--- src/hw/mafe_pkg.sv ---
// Package of constants and carrier types for the modem front-end line control core
package mafe_pkg;
    // Transmit output setting codes
    localparam logic [1:0] TX_MUTE = 2'h0;
    localparam logic [1:0] TX_P2DB = 2'h1;
    localparam logic [1:0] TX_M6DB = 2'h2;
    localparam logic [1:0] TX_0DB = 2'h3;
    // Line state codes {caller_id_bit, offhook_bit}
    localparam logic [1:0] LS_ONHOOK = 2'h0;
    localparam logic [1:0] LS_OFFHOOK = 2'h1;
    localparam logic [1:0] LS_CLID = 2'h2;
    // Full-scale sample codes
    localparam logic [15:0] FS_POS = 16'h7FFF;
    localparam logic [15:0] FS_NEG = 16'h8000;
    // Slot boundaries, bit counts after frame-sync fall
    localparam logic [5:0] SLOT_BITS = 6'h10;
    localparam logic [5:0] FRAME_BITS = 6'h20;
    // Wake delay after power-down release
    localparam int WAKE_TIME_US = 1000;
    localparam int CLK_MHZ = 40;
    localparam int WAKE_CYCLES = WAKE_TIME_US * CLK_MHZ;
    localparam logic [3:0] GPIO_RESET_DIR = 4'h0;
    localparam logic [15:0] DIV_DEFAULT = 16'h0004;

    typedef struct packed {
        logic [1:0] tx_setting;
        logic rx_gain_6db;
        logic rx_aux_select;
        logic pd_mode_wake;
        logic caller_id_bit;
        logic offhook_bit;
    } mafe_cfg_s;

    typedef struct packed {
        logic [3:0] dir_out;
        logic [3:0] out_val;
        logic [3:0] mask;
        logic ring_mask;
        logic clk_div_en;
        logic clk_raw_en;
    } mafe_gpio_cfg_s;

    typedef enum logic [1:0] {
        PD_RUN,
        PD_OFF,
        PD_WAKE_IRQ,
        PD_RESUME
    } mafe_pd_e;
endpackage

--- src/hw/mafe_line_ctrl.sv ---
// Line, clock, power-down and general-purpose pin control core
//
// Summary of operation
// - Four transmit settings: +2, 0, -6 dB, mute
// - Main receive gain 0 or 6 dB
// - Mux selects main or auxiliary receive input
// - Select low bypasses M and Q dividers
// - Both high: master, frame = xtal/(M*Q*OVER)
// - Select low, master: frame = xtal/OVER
// - Timeslot select, not master mode, picks slots 0-15 or 16-31
// - Mode bit clear, pin low: full power-down
// - Mode bit set: keep ring and interrupt alive
// - All masked: port off until pin high
// - Unmasked event: interrupt and wake serial port
// - After status read, port off again
// - Pin zero divided clock, pin three carrier
// - Line state from pins or register bits
// - Unmasked input change toggles interrupt output
// - On-hook: both barrier outputs held high
// - On-hook: ring output and status mirror ring
// - Off-hook: carrier on both, opposite phase
// - Caller ID: carrier on A, B high, half demod
// - Saturated converter gives full-scale sample codes
// - Resume after one millisecond, config kept
// - Timeslot low: first sixteen bits, else next
// - General-purpose pins reset to inputs
`timescale 1ns/1ps
module mafe_line_ctrl #(
    parameter int WAKE_COUNT = mafe_pkg::WAKE_CYCLES
) (
    input wire logic clk_sys,
    input wire logic arst_n,
    input wire logic clk_en,
    input wire mafe_pkg::mafe_cfg_s cfg,
    input wire mafe_pkg::mafe_gpio_cfg_s gpio_cfg,
    input wire logic [15:0] div_n,
    input wire logic [15:0] div_mq,
    input wire logic [15:0] over_ratio,
    input wire logic divider_path_select,
    input wire logic master_mode,
    input wire logic timeslot_select,
    input wire logic hook_control_source,
    input wire logic power_down_n,
    input wire logic frame_sync_in,
    input wire logic ring_detect_in,
    input wire logic rx_saturated,
    input wire logic rx_sat_polarity,
    input wire logic [15:0] rx_sample_in,
    input wire logic status_read,
    input wire logic [3:0] gp_pin_in,
    output logic [3:0] gp_pin_out,
    output logic [3:0] gp_pin_oe,
    output logic general_interrupt_out,
    output logic barrier_ctrl_a,
    output logic barrier_ctrl_b,
    output logic ring_out,
    output logic [5:0] status_bits,
    output logic [1:0] tx_gain_sel,
    output logic rx_gain_sel,
    output logic rx_aux_sel,
    output logic demod_half_rate,
    output logic frame_sync_out,
    output logic frame_sync_oe,
    output logic slot_active,
    output logic [15:0] rx_sample_out,
    output logic analog_power_en,
    output logic serial_port_en,
    output logic ring_path_en
);
    // ****************************************
    // Input synchronisers
    // ****************************************
    logic [5:0] sync1_reg;
    logic [5:0] sync2_reg;
    logic [5:0] prev_reg;
    always_ff @(posedge clk_sys or negedge arst_n) begin
        if (!arst_n) begin
            sync1_reg <= 6'h3F;
            sync2_reg <= 6'h3F;
            prev_reg <= 6'h3F;
        end else if (clk_en) begin
            sync1_reg <= {frame_sync_in, ring_detect_in, gp_pin_in};
            sync2_reg <= sync1_reg;
            prev_reg <= sync2_reg;
        end
    end
    logic [3:0] gp_in_s;
    logic ring_s;
    logic fs_in_s;
    assign gp_in_s = sync2_reg[3:0];
    assign ring_s = sync2_reg[4];
    assign fs_in_s = sync2_reg[5];

    // ****************************************
    // Line state and carrier
    // ****************************************
    logic [1:0] line_state;
    assign line_state = hook_control_source ? {gp_in_s[1], gp_in_s[2]}
                                            : {cfg.caller_id_bit, cfg.offhook_bit};
    logic carrier_reg;
    always_ff @(posedge clk_sys or negedge arst_n) begin
        if (!arst_n) begin
            carrier_reg <= 1'b0;
        end else if (clk_en) begin
            carrier_reg <= ~carrier_reg;
        end
    end
    always_ff @(posedge clk_sys or negedge arst_n) begin
        if (!arst_n) begin
            barrier_ctrl_a <= 1'b1;
            barrier_ctrl_b <= 1'b1;
            demod_half_rate <= 1'b0;
        end else if (clk_en) begin
            unique case (line_state)
                mafe_pkg::LS_ONHOOK: begin
                    barrier_ctrl_a <= 1'b1;
                    barrier_ctrl_b <= 1'b1;
                    demod_half_rate <= 1'b0;
                end
                mafe_pkg::LS_OFFHOOK: begin
                    barrier_ctrl_a <= ~carrier_reg;
                    barrier_ctrl_b <= carrier_reg;
                    demod_half_rate <= 1'b0;
                end
                mafe_pkg::LS_CLID: begin
                    barrier_ctrl_a <= ~carrier_reg;
                    barrier_ctrl_b <= 1'b1;
                    demod_half_rate <= 1'b1;
                end
                default: begin
                    // Special state: barrier left quiet
                    barrier_ctrl_a <= 1'b1;
                    barrier_ctrl_b <= 1'b1;
                    demod_half_rate <= 1'b0;
                end
            endcase
        end
    end
    // Ring image only meaningful while on-hook
    always_ff @(posedge clk_sys or negedge arst_n) begin
        if (!arst_n) begin
            ring_out <= 1'b0;
            status_bits <= 6'h00;
        end else if (clk_en) begin
            ring_out <= (line_state == mafe_pkg::LS_ONHOOK) & ring_s;
            status_bits <= {(line_state == mafe_pkg::LS_ONHOOK) & ring_s, 1'b0, gp_in_s};
        end
    end

    // ****************************************
    // Analog path settings
    // ****************************************
    always_ff @(posedge clk_sys or negedge arst_n) begin
        if (!arst_n) begin
            tx_gain_sel <= mafe_pkg::TX_MUTE;
            rx_gain_sel <= 1'b0;
            rx_aux_sel <= 1'b0;
        end else if (clk_en) begin
            tx_gain_sel <= cfg.tx_setting;
            rx_gain_sel <= cfg.rx_gain_6db;
            rx_aux_sel <= cfg.rx_aux_select;
        end
    end
    always_ff @(posedge clk_sys or negedge arst_n) begin
        if (!arst_n) begin
            rx_sample_out <= 16'h0000;
        end else if (clk_en) begin
            if (rx_saturated) begin
                rx_sample_out <= rx_sat_polarity ? mafe_pkg::FS_NEG : mafe_pkg::FS_POS;
            end else begin
                rx_sample_out <= rx_sample_in;
            end
        end
    end

    // ****************************************
    // Frame sync generation and slot
    // ****************************************
    logic [31:0] fs_div;
    logic [31:0] fs_cnt_reg;
    // Bypass drops M and Q from the divide chain
    assign fs_div = divider_path_select ? (32'(div_mq) * 32'(over_ratio))
                                        : 32'(over_ratio);
    always_ff @(posedge clk_sys or negedge arst_n) begin
        if (!arst_n) begin
            fs_cnt_reg <= 32'h0000_0000;
            frame_sync_out <= 1'b1;
            frame_sync_oe <= 1'b0;
        end else if (clk_en) begin
            frame_sync_oe <= master_mode;
            if (fs_cnt_reg + 32'h0000_0001 >= fs_div) begin
                fs_cnt_reg <= 32'h0000_0000;
            end else begin
                fs_cnt_reg <= fs_cnt_reg + 32'h0000_0001;
            end
            frame_sync_out <= (fs_cnt_reg != 32'h0000_0000);
        end
    end
    logic fs_act;
    logic fs_prev_reg;
    logic [5:0] bit_cnt_reg;
    assign fs_act = master_mode ? frame_sync_out : fs_in_s;
    always_ff @(posedge clk_sys or negedge arst_n) begin
        if (!arst_n) begin
            fs_prev_reg <= 1'b1;
            bit_cnt_reg <= mafe_pkg::FRAME_BITS;
            slot_active <= 1'b0;
        end else if (clk_en) begin
            fs_prev_reg <= fs_act;
            if (fs_prev_reg && !fs_act) begin
                bit_cnt_reg <= 6'h00;
            end else if (bit_cnt_reg < mafe_pkg::FRAME_BITS) begin
                bit_cnt_reg <= bit_cnt_reg + 6'h01;
            end
            slot_active <= (bit_cnt_reg < mafe_pkg::FRAME_BITS) &&
                (timeslot_select ? (bit_cnt_reg >= mafe_pkg::SLOT_BITS)
                                 : (bit_cnt_reg < mafe_pkg::SLOT_BITS));
        end
    end

    // ****************************************
    // General-purpose pins and interrupt
    // ****************************************
    logic [15:0] div_cnt_reg;
    logic div_clk_reg;
    always_ff @(posedge clk_sys or negedge arst_n) begin
        if (!arst_n) begin
            div_cnt_reg <= 16'h0000;
            div_clk_reg <= 1'b0;
        end else if (clk_en) begin
            if (div_cnt_reg + 16'h0001 >= div_n) begin
                div_cnt_reg <= 16'h0000;
                div_clk_reg <= ~div_clk_reg;
            end else begin
                div_cnt_reg <= div_cnt_reg + 16'h0001;
            end
        end
    end
    always_ff @(posedge clk_sys or negedge arst_n) begin
        if (!arst_n) begin
            gp_pin_oe <= mafe_pkg::GPIO_RESET_DIR;
            gp_pin_out <= 4'h0;
        end else if (clk_en) begin
            gp_pin_oe <= gpio_cfg.dir_out;
            gp_pin_out[0] <= gpio_cfg.out_val[0] &
                (gpio_cfg.clk_div_en ? div_clk_reg : 1'b1);
            gp_pin_out[2:1] <= gpio_cfg.out_val[2:1];
            gp_pin_out[3] <= gpio_cfg.out_val[3] &
                (gpio_cfg.clk_raw_en ? carrier_reg : 1'b1);
        end
    end
    logic [3:0] gp_change;
    logic irq_event;
    logic any_unmasked;
    assign gp_change = (gp_in_s ^ prev_reg[3:0]) & gpio_cfg.mask & ~gpio_cfg.dir_out;
    assign irq_event = (|gp_change) | ((ring_s ^ prev_reg[4]) & gpio_cfg.ring_mask);
    assign any_unmasked = (|(gpio_cfg.mask & ~gpio_cfg.dir_out)) | gpio_cfg.ring_mask;
    // Level change, not a pulse: host reacts to either edge
    always_ff @(posedge clk_sys or negedge arst_n) begin
        if (!arst_n) begin
            general_interrupt_out <= 1'b0;
        end else if (clk_en && irq_event) begin
            general_interrupt_out <= ~general_interrupt_out;
        end
    end

    // ****************************************
    // Power-down sequencing
    // ****************************************
    logic pd_pin_s1_reg;
    logic pd_pin_s2_reg;
    mafe_pkg::mafe_pd_e pd_reg;
    logic [31:0] wake_cnt_reg;
    always_ff @(posedge clk_sys or negedge arst_n) begin
        if (!arst_n) begin
            pd_pin_s1_reg <= 1'b1;
            pd_pin_s2_reg <= 1'b1;
        end else if (clk_en) begin
            pd_pin_s1_reg <= power_down_n;
            pd_pin_s2_reg <= pd_pin_s1_reg;
        end
    end
    // Configuration inputs are untouched here, so settings survive power-down
    always_ff @(posedge clk_sys or negedge arst_n) begin
        if (!arst_n) begin
            pd_reg <= mafe_pkg::PD_RUN;
            wake_cnt_reg <= 32'h0000_0000;
        end else if (clk_en) begin
            unique case (pd_reg)
                mafe_pkg::PD_RUN: begin
                    if (!pd_pin_s2_reg) begin
                        pd_reg <= mafe_pkg::PD_OFF;
                    end
                end
                mafe_pkg::PD_OFF: begin
                    if (pd_pin_s2_reg) begin
                        pd_reg <= mafe_pkg::PD_RESUME;
                        wake_cnt_reg <= 32'h0000_0000;
                    end else if (cfg.pd_mode_wake && any_unmasked && irq_event) begin
                        pd_reg <= mafe_pkg::PD_WAKE_IRQ;
                    end
                end
                mafe_pkg::PD_WAKE_IRQ: begin
                    if (pd_pin_s2_reg) begin
                        pd_reg <= mafe_pkg::PD_RESUME;
                        wake_cnt_reg <= 32'h0000_0000;
                    end else if (status_read) begin
                        pd_reg <= mafe_pkg::PD_OFF;
                    end
                end
                mafe_pkg::PD_RESUME: begin
                    if (!pd_pin_s2_reg) begin
                        pd_reg <= mafe_pkg::PD_OFF;
                    end else if (wake_cnt_reg >= 32'(WAKE_COUNT - 1)) begin
                        pd_reg <= mafe_pkg::PD_RUN;
                    end else begin
                        wake_cnt_reg <= wake_cnt_reg + 32'h0000_0001;
                    end
                end
            endcase
        end
    end
    always_ff @(posedge clk_sys or negedge arst_n) begin
        if (!arst_n) begin
            analog_power_en <= 1'b1;
            serial_port_en <= 1'b1;
            ring_path_en <= 1'b1;
        end else if (clk_en) begin
            analog_power_en <= (pd_reg == mafe_pkg::PD_RUN);
            serial_port_en <= (pd_reg == mafe_pkg::PD_RUN) ||
                (pd_reg == mafe_pkg::PD_WAKE_IRQ);
            ring_path_en <= (pd_reg == mafe_pkg::PD_RUN) || cfg.pd_mode_wake;
        end
    end

    // ****************************************
    // Checks
    // ****************************************
    a_onhook_quiet: assert property (@(posedge clk_sys) disable iff (!arst_n)
        clk_en && line_state == mafe_pkg::LS_ONHOOK |=> barrier_ctrl_a && barrier_ctrl_b)
        else $error("barrier outputs not high on-hook");
    a_offhook_opposite: assert property (@(posedge clk_sys) disable iff (!arst_n)
        clk_en && line_state == mafe_pkg::LS_OFFHOOK |=> barrier_ctrl_a != barrier_ctrl_b)
        else $error("barrier outputs not opposite off-hook");
    a_clid_b_high: assert property (@(posedge clk_sys) disable iff (!arst_n)
        clk_en && line_state == mafe_pkg::LS_CLID |=> barrier_ctrl_b && demod_half_rate)
        else $error("caller id barrier state wrong");
    a_sat_code: assert property (@(posedge clk_sys) disable iff (!arst_n)
        clk_en && rx_saturated |=> rx_sample_out == mafe_pkg::FS_POS ||
            rx_sample_out == mafe_pkg::FS_NEG)
        else $error("saturated sample not full scale");
    a_irq_toggle: assert property (@(posedge clk_sys) disable iff (!arst_n)
        clk_en && irq_event |=> general_interrupt_out != $past(general_interrupt_out))
        else $error("interrupt output missed a change");
    a_ring_mirror: assert property (@(posedge clk_sys) disable iff (!arst_n)
        clk_en |=> ring_out == status_bits[5])
        else $error("ring status bit differs from pin");
    a_wake_port: assert property (@(posedge clk_sys) disable iff (!arst_n)
        clk_en && pd_reg == mafe_pkg::PD_WAKE_IRQ && status_read && !pd_pin_s2_reg
        |=> pd_reg == mafe_pkg::PD_OFF)
        else $error("serial port not shut after status read");
    a_pd_off: assert property (@(posedge clk_sys) disable iff (!arst_n)
        clk_en && pd_reg == mafe_pkg::PD_OFF |=> !analog_power_en)
        else $error("analog powered while down");
    c_offhook: cover property (@(posedge clk_sys) disable iff (!arst_n)
        line_state == mafe_pkg::LS_OFFHOOK);
    c_wake_irq: cover property (@(posedge clk_sys) disable iff (!arst_n)
        pd_reg == mafe_pkg::PD_WAKE_IRQ);
    c_resume: cover property (@(posedge clk_sys) disable iff (!arst_n)
        pd_reg == mafe_pkg::PD_RESUME ##1 pd_reg == mafe_pkg::PD_RUN);
endmodule // mafe_line_ctrl

--- config.mk ---
export PLATFORM = sky130hd
export DESIGN_NAME = mafe_line_ctrl
export DESIGN_NICKNAME = d
export VERILOG_FILES = /design/src/hw/mafe_pkg.sv /design/src/hw/mafe_line_ctrl.sv
export SDC_FILE = /design/constraint.sdc
export NUM_CORES = 1
export LEC_CHECK = 0
export BUFFER_PORTS_ARGS = -buffer_cell sky130_fd_sc_hd__buf_2
export CELL_PAD_IN_SITES_DETAIL_PLACEMENT = 0
export CELL_PAD_IN_SITES_GLOBAL_PLACEMENT = 2
export CORE_MARGIN = 3
export CORE_UTILIZATION = 30
export CTS_CLUSTER_DIAMETER = 100
export DETAILED_ROUTE_END_ITERATION = 6
export MAX_ROUTING_LAYER = met4
export PLACE_DENSITY = 0.66
export SYNTH_ARGS = -nofsm -noshare
export SYNTH_HDL_FRONTEND = slang
export SYNTH_SLANG_ARGS = --single-unit
export TNS_END_PERCENT = 10
--- constraint.sdc ---
create_clock -name clk_sys -period 4.5 [get_ports clk_sys]
set_input_delay 0.9 -clock clk_sys [delete_from_list [all_inputs] [get_ports clk_sys]]
set_output_delay 0.9 -clock clk_sys [all_outputs]
set_load 0.1 [all_outputs]
==> results.sh <==
export IMPL_status="finished, violations left"
export IMPL_violations="negative setup slack"
export IMPL_yosysWarnings=0
export IMPL_p_total_mw=19.0
export IMPL_slew_headroom_pct=32.6
export IMPL_synth_top_cell_area_share_pct=22.1
export IMPL_yosys_area_share_simple_pct=17.6
export IMPL_via_per_inst=4.67
export IMPL_fin_util_pct=37.3
export IMPL_fin_worst_skew_ns=0.00494
export IMPL_grt_pass1_vias=14900
export IMPL_die_h_um=248
export IMPL_cp_end_kind="flip-flop"
export IMPL_synth_async_sr_flop_share_pct=100
export IMPL_synthXorXnorAreaFrac_pct=4.27
export IMPL_fin_crit_ns=7.51
export IMPL_firstDrtPassIters=5
export IMPL_synth_nets=2438
export IMPL_synth_top_family_by_area="adder cells"
export IMPL_crit_arrival_ns=7.80
export IMPL_timing_critical_path_buf_inv=9
export IMPL_h_tree_depth=4
export IMPL_timing_hold_ws_ns=0.480
export IMPL_seq_area_frac_synth_pct=22.0
export IMPL_die_w_um=248
export IMPL_cts_hold_repair_buffers=0
export IMPL_clk_latency_ns=0.44
export IMPL_cpPeakStageDelay_ns=0.54
export IMPL_wirelength_um=47000
export IMPL_crit_path_max_fanout=6
export IMPL_antenna_found_initial=0
export IMPL_syn_inst=1977
export IMPL_path_clk_slew_ns=0.06
export IMPL_fin_nets=2716
export IMPL_p_leak_nw=10.8
export IMPL_synth_flop_cell="dfrtp_1"
export IMPL_ys_ff_latch=153
export IMPL_design_area_um2=21600
export IMPL_worstSetupStartpointType="primary input"
export IMPL_cts_path_max_buffers=2
export IMPL_grt_pass1_wl_um=79000
export IMPL_synthTopCellsByCount="318 x inv_1, 228 x nand2_1, 194 x fa_1"
export IMPL_drt_wirelength_per_cell_um=15.5
export IMPL_place_congestion=0.814
export IMPL_synthMuxAreaShare_pct=3.01
export IMPL_overflow=0
export IMPL_synth_edff_count=0
export IMPL_cts_root_buf="clkbuf_16"
export IMPL_portBuffers=146
export IMPL_grt_max_degree=81
export IMPL_cp_slowest_cell="fa_1"
export IMPL_synthTopCellsByArea="fa_1 22%, dfrtp_1 18%, ha_1 12%"
export IMPL_synth_compound_area_share_pct=10.7
export IMPL_dieArea_um2=61600
export IMPL_fin_ws_ns=-3.01
export IMPL_start_util_pct=30.4
export IMPL_drv_cap=0
export IMPL_drtIter0Drc=596
export IMPL_crit_type="in2reg"
export IMPL_antenna_cells=0
export IMPL_synth_avg_cell_area_um2=8.90
export IMPL_grt_usage_pct=16.5
export IMPL_timing_fmax_ghz=0.133
export IMPL_setup_viol=32
export IMPL_synth_fa_ha_area_share_pct=33.7
export IMPL_synth_area_um2=17600
export IMPL_placed_area_um2=20600
export IMPL_core_area_um2=57800
export IMPL_drv_slew=0
export IMPL_min_period_over_period_pct=167
export IMPL_setup_tns_ns=-93.21
export IMPL_hold_viol_final=0
export IMPL_crit_top_cell="fa_1"
export IMPL_yosysTopAreaCell="fa_1"
export IMPL_crit_family="adder cells"
export IMPL_critPathRequiredTime_ns=4.79
export IMPL_p_per_area_nw_per_um2=879
export IMPL_dp_hpwl_um=38900
export IMPL_postRouteAntennaNets=0
export IMPL_synth_most_common_cell="inv_1"
export IMPL_vias=14200
export IMPL_drc=0
export IMPL_hold_path_class="reg2reg"
export IMPL_cts_tree="built"
export IMPL_floorplan_rows=88
export IMPL_cts_sinks=153
export IMPL_vdd_drop_max_mv=0.838
export IMPL_rsz0062_at_grt="true"
export IMPL_area_growth_pct=22.7
export IMPL_drive_gt1_share_pct=23.5
export IMPL_ys_types=67
export IMPL_tightest_slew_ns=1.01
export IMPL_io_pin_count=148
export IMPL_cts_buffers=17
-- per-stage QoR --
step	std cells	setup slack [ns]
global placement	2986	-3.72
floorplan	1977	-2.86
CTS	3028	-2.94
global route	3033	-3.30
detailed placement	2986	-3.70
finish	3033	-3.01
-- layer usage --
metal  share of wire (%)  global-route usage [%]  vias to the layer above
li1                    -                       -                     6952
met1                  49                    22.7                     7034
met2                  49                    26.9                      142
met3                 1.7                    1.55                       31
met4                0.76                    2.54                        0
met5                   0                       -                        -
-- timing repair --
item	in CTS	in global routing
cloned	2	0
resized for setup	70	24
buffers inserted	8	6
endpoints found under the setup margin	32	32
pin swaps	52	26
-- worst reg2reg max path, delay by kind of cell (launching register included) --
kind | cells | cell delay [ns]
AND/OR/NAND/NOR | 7 | 1.82
AO/OA/AOI/OAI | 6 | 0.81
flip-flops | 1 | 0.44
XOR/XNOR | 1 | 0.37
buffers and inverters | 2 | 0.32
adder cells (fa/ha/maj) | 1 | 0.27
-- worst paths after layout --
kind                                                    from                           endpoint  slack [ns]  cells past startpoint
max reg2reg                        fs_cnt_reg[4]$_DFFE_PN0P_         fs_cnt_reg[12]$_DFFE_PN0P_        0.39                     17
min in group asynchronous                             arst_n          gp_pin_out[3]$_DFFE_PN0P_        0.50                      1
max                                                div_mq[8]         fs_cnt_reg[13]$_DFFE_PN0P_       -3.01                     33
max in group asynchronous                             arst_n         frame_sync_out$_DFFE_PN1P_        3.10                      2
min                        general_interrupt_out$_DFFE_PN0P_  general_interrupt_out$_DFFE_PN0P_        0.48                      1
min reg2reg                general_interrupt_out$_DFFE_PN0P_  general_interrupt_out$_DFFE_PN0P_        0.48                      1
-- placed cells by master (no fill, tap or decap), types with 12 or more instances in the layout --
cell,synthesis,layout
a21oi_2,0,14
a21oi_1,84,67
fa_1,194,185
nor2_1,85,84
a21o_1,47,47
o21ai_1,0,16
inv_1,318,312
ha_1,164,149
nand3_1,57,55
nand4_1,23,23
o21ai_0,78,61
nor3_1,28,24
dfstp_2,27,27
ha_4,0,15
mux2_2,31,31
and3_1,20,18
nor4_1,12,12
mux2i_1,18,18
clkbuf_16,0,17
xor2_1,33,33
buf_2,1,130
and2_1,119,109
nand2_1,228,223
dfrtp_1,126,126
xnor2_1,51,51
buf_4,2,194
nor2b_1,26,26
a22o_1,17,17
buf_6,1,15
-- power breakdown --
part           total [mW]  switching (mW)  internal [mW]  leakage [nW]
logic                15.8            8.09           7.69          8.63
clock network        1.39           0.622          0.764         0.252
registers            1.82           0.212           1.61          1.92
-- cell type report --
| class | instances | area, µm² |
|---|---|---|
| fillers | 5945 | 36200 |
| multi-input cells | 1421 | 12700 |
| flip-flops and latches | 153 | 3860 |
| repair buffers | 344 | 2330 |
| inverters | 318 | 1190 |
| well taps | 765 | 957 |
| clock buffers | 19 | 433 |
| clock inverters | 13 | 124 |
-- kinds of logic (layout without fill, tap and decap cells) --
logic type               after synthesis  in the layout
AND/OR/NAND/NOR                      628            628
multiplexers                          49             49
adder cells (fa/ha/maj)              358            358
flip-flops                           153            153
AO/OA/AOI/OAI                        300            300
buffers and inverters                403            694
XOR/XNOR                              85             85
other                                  1              1
Power figures use the tool's default switching activity.
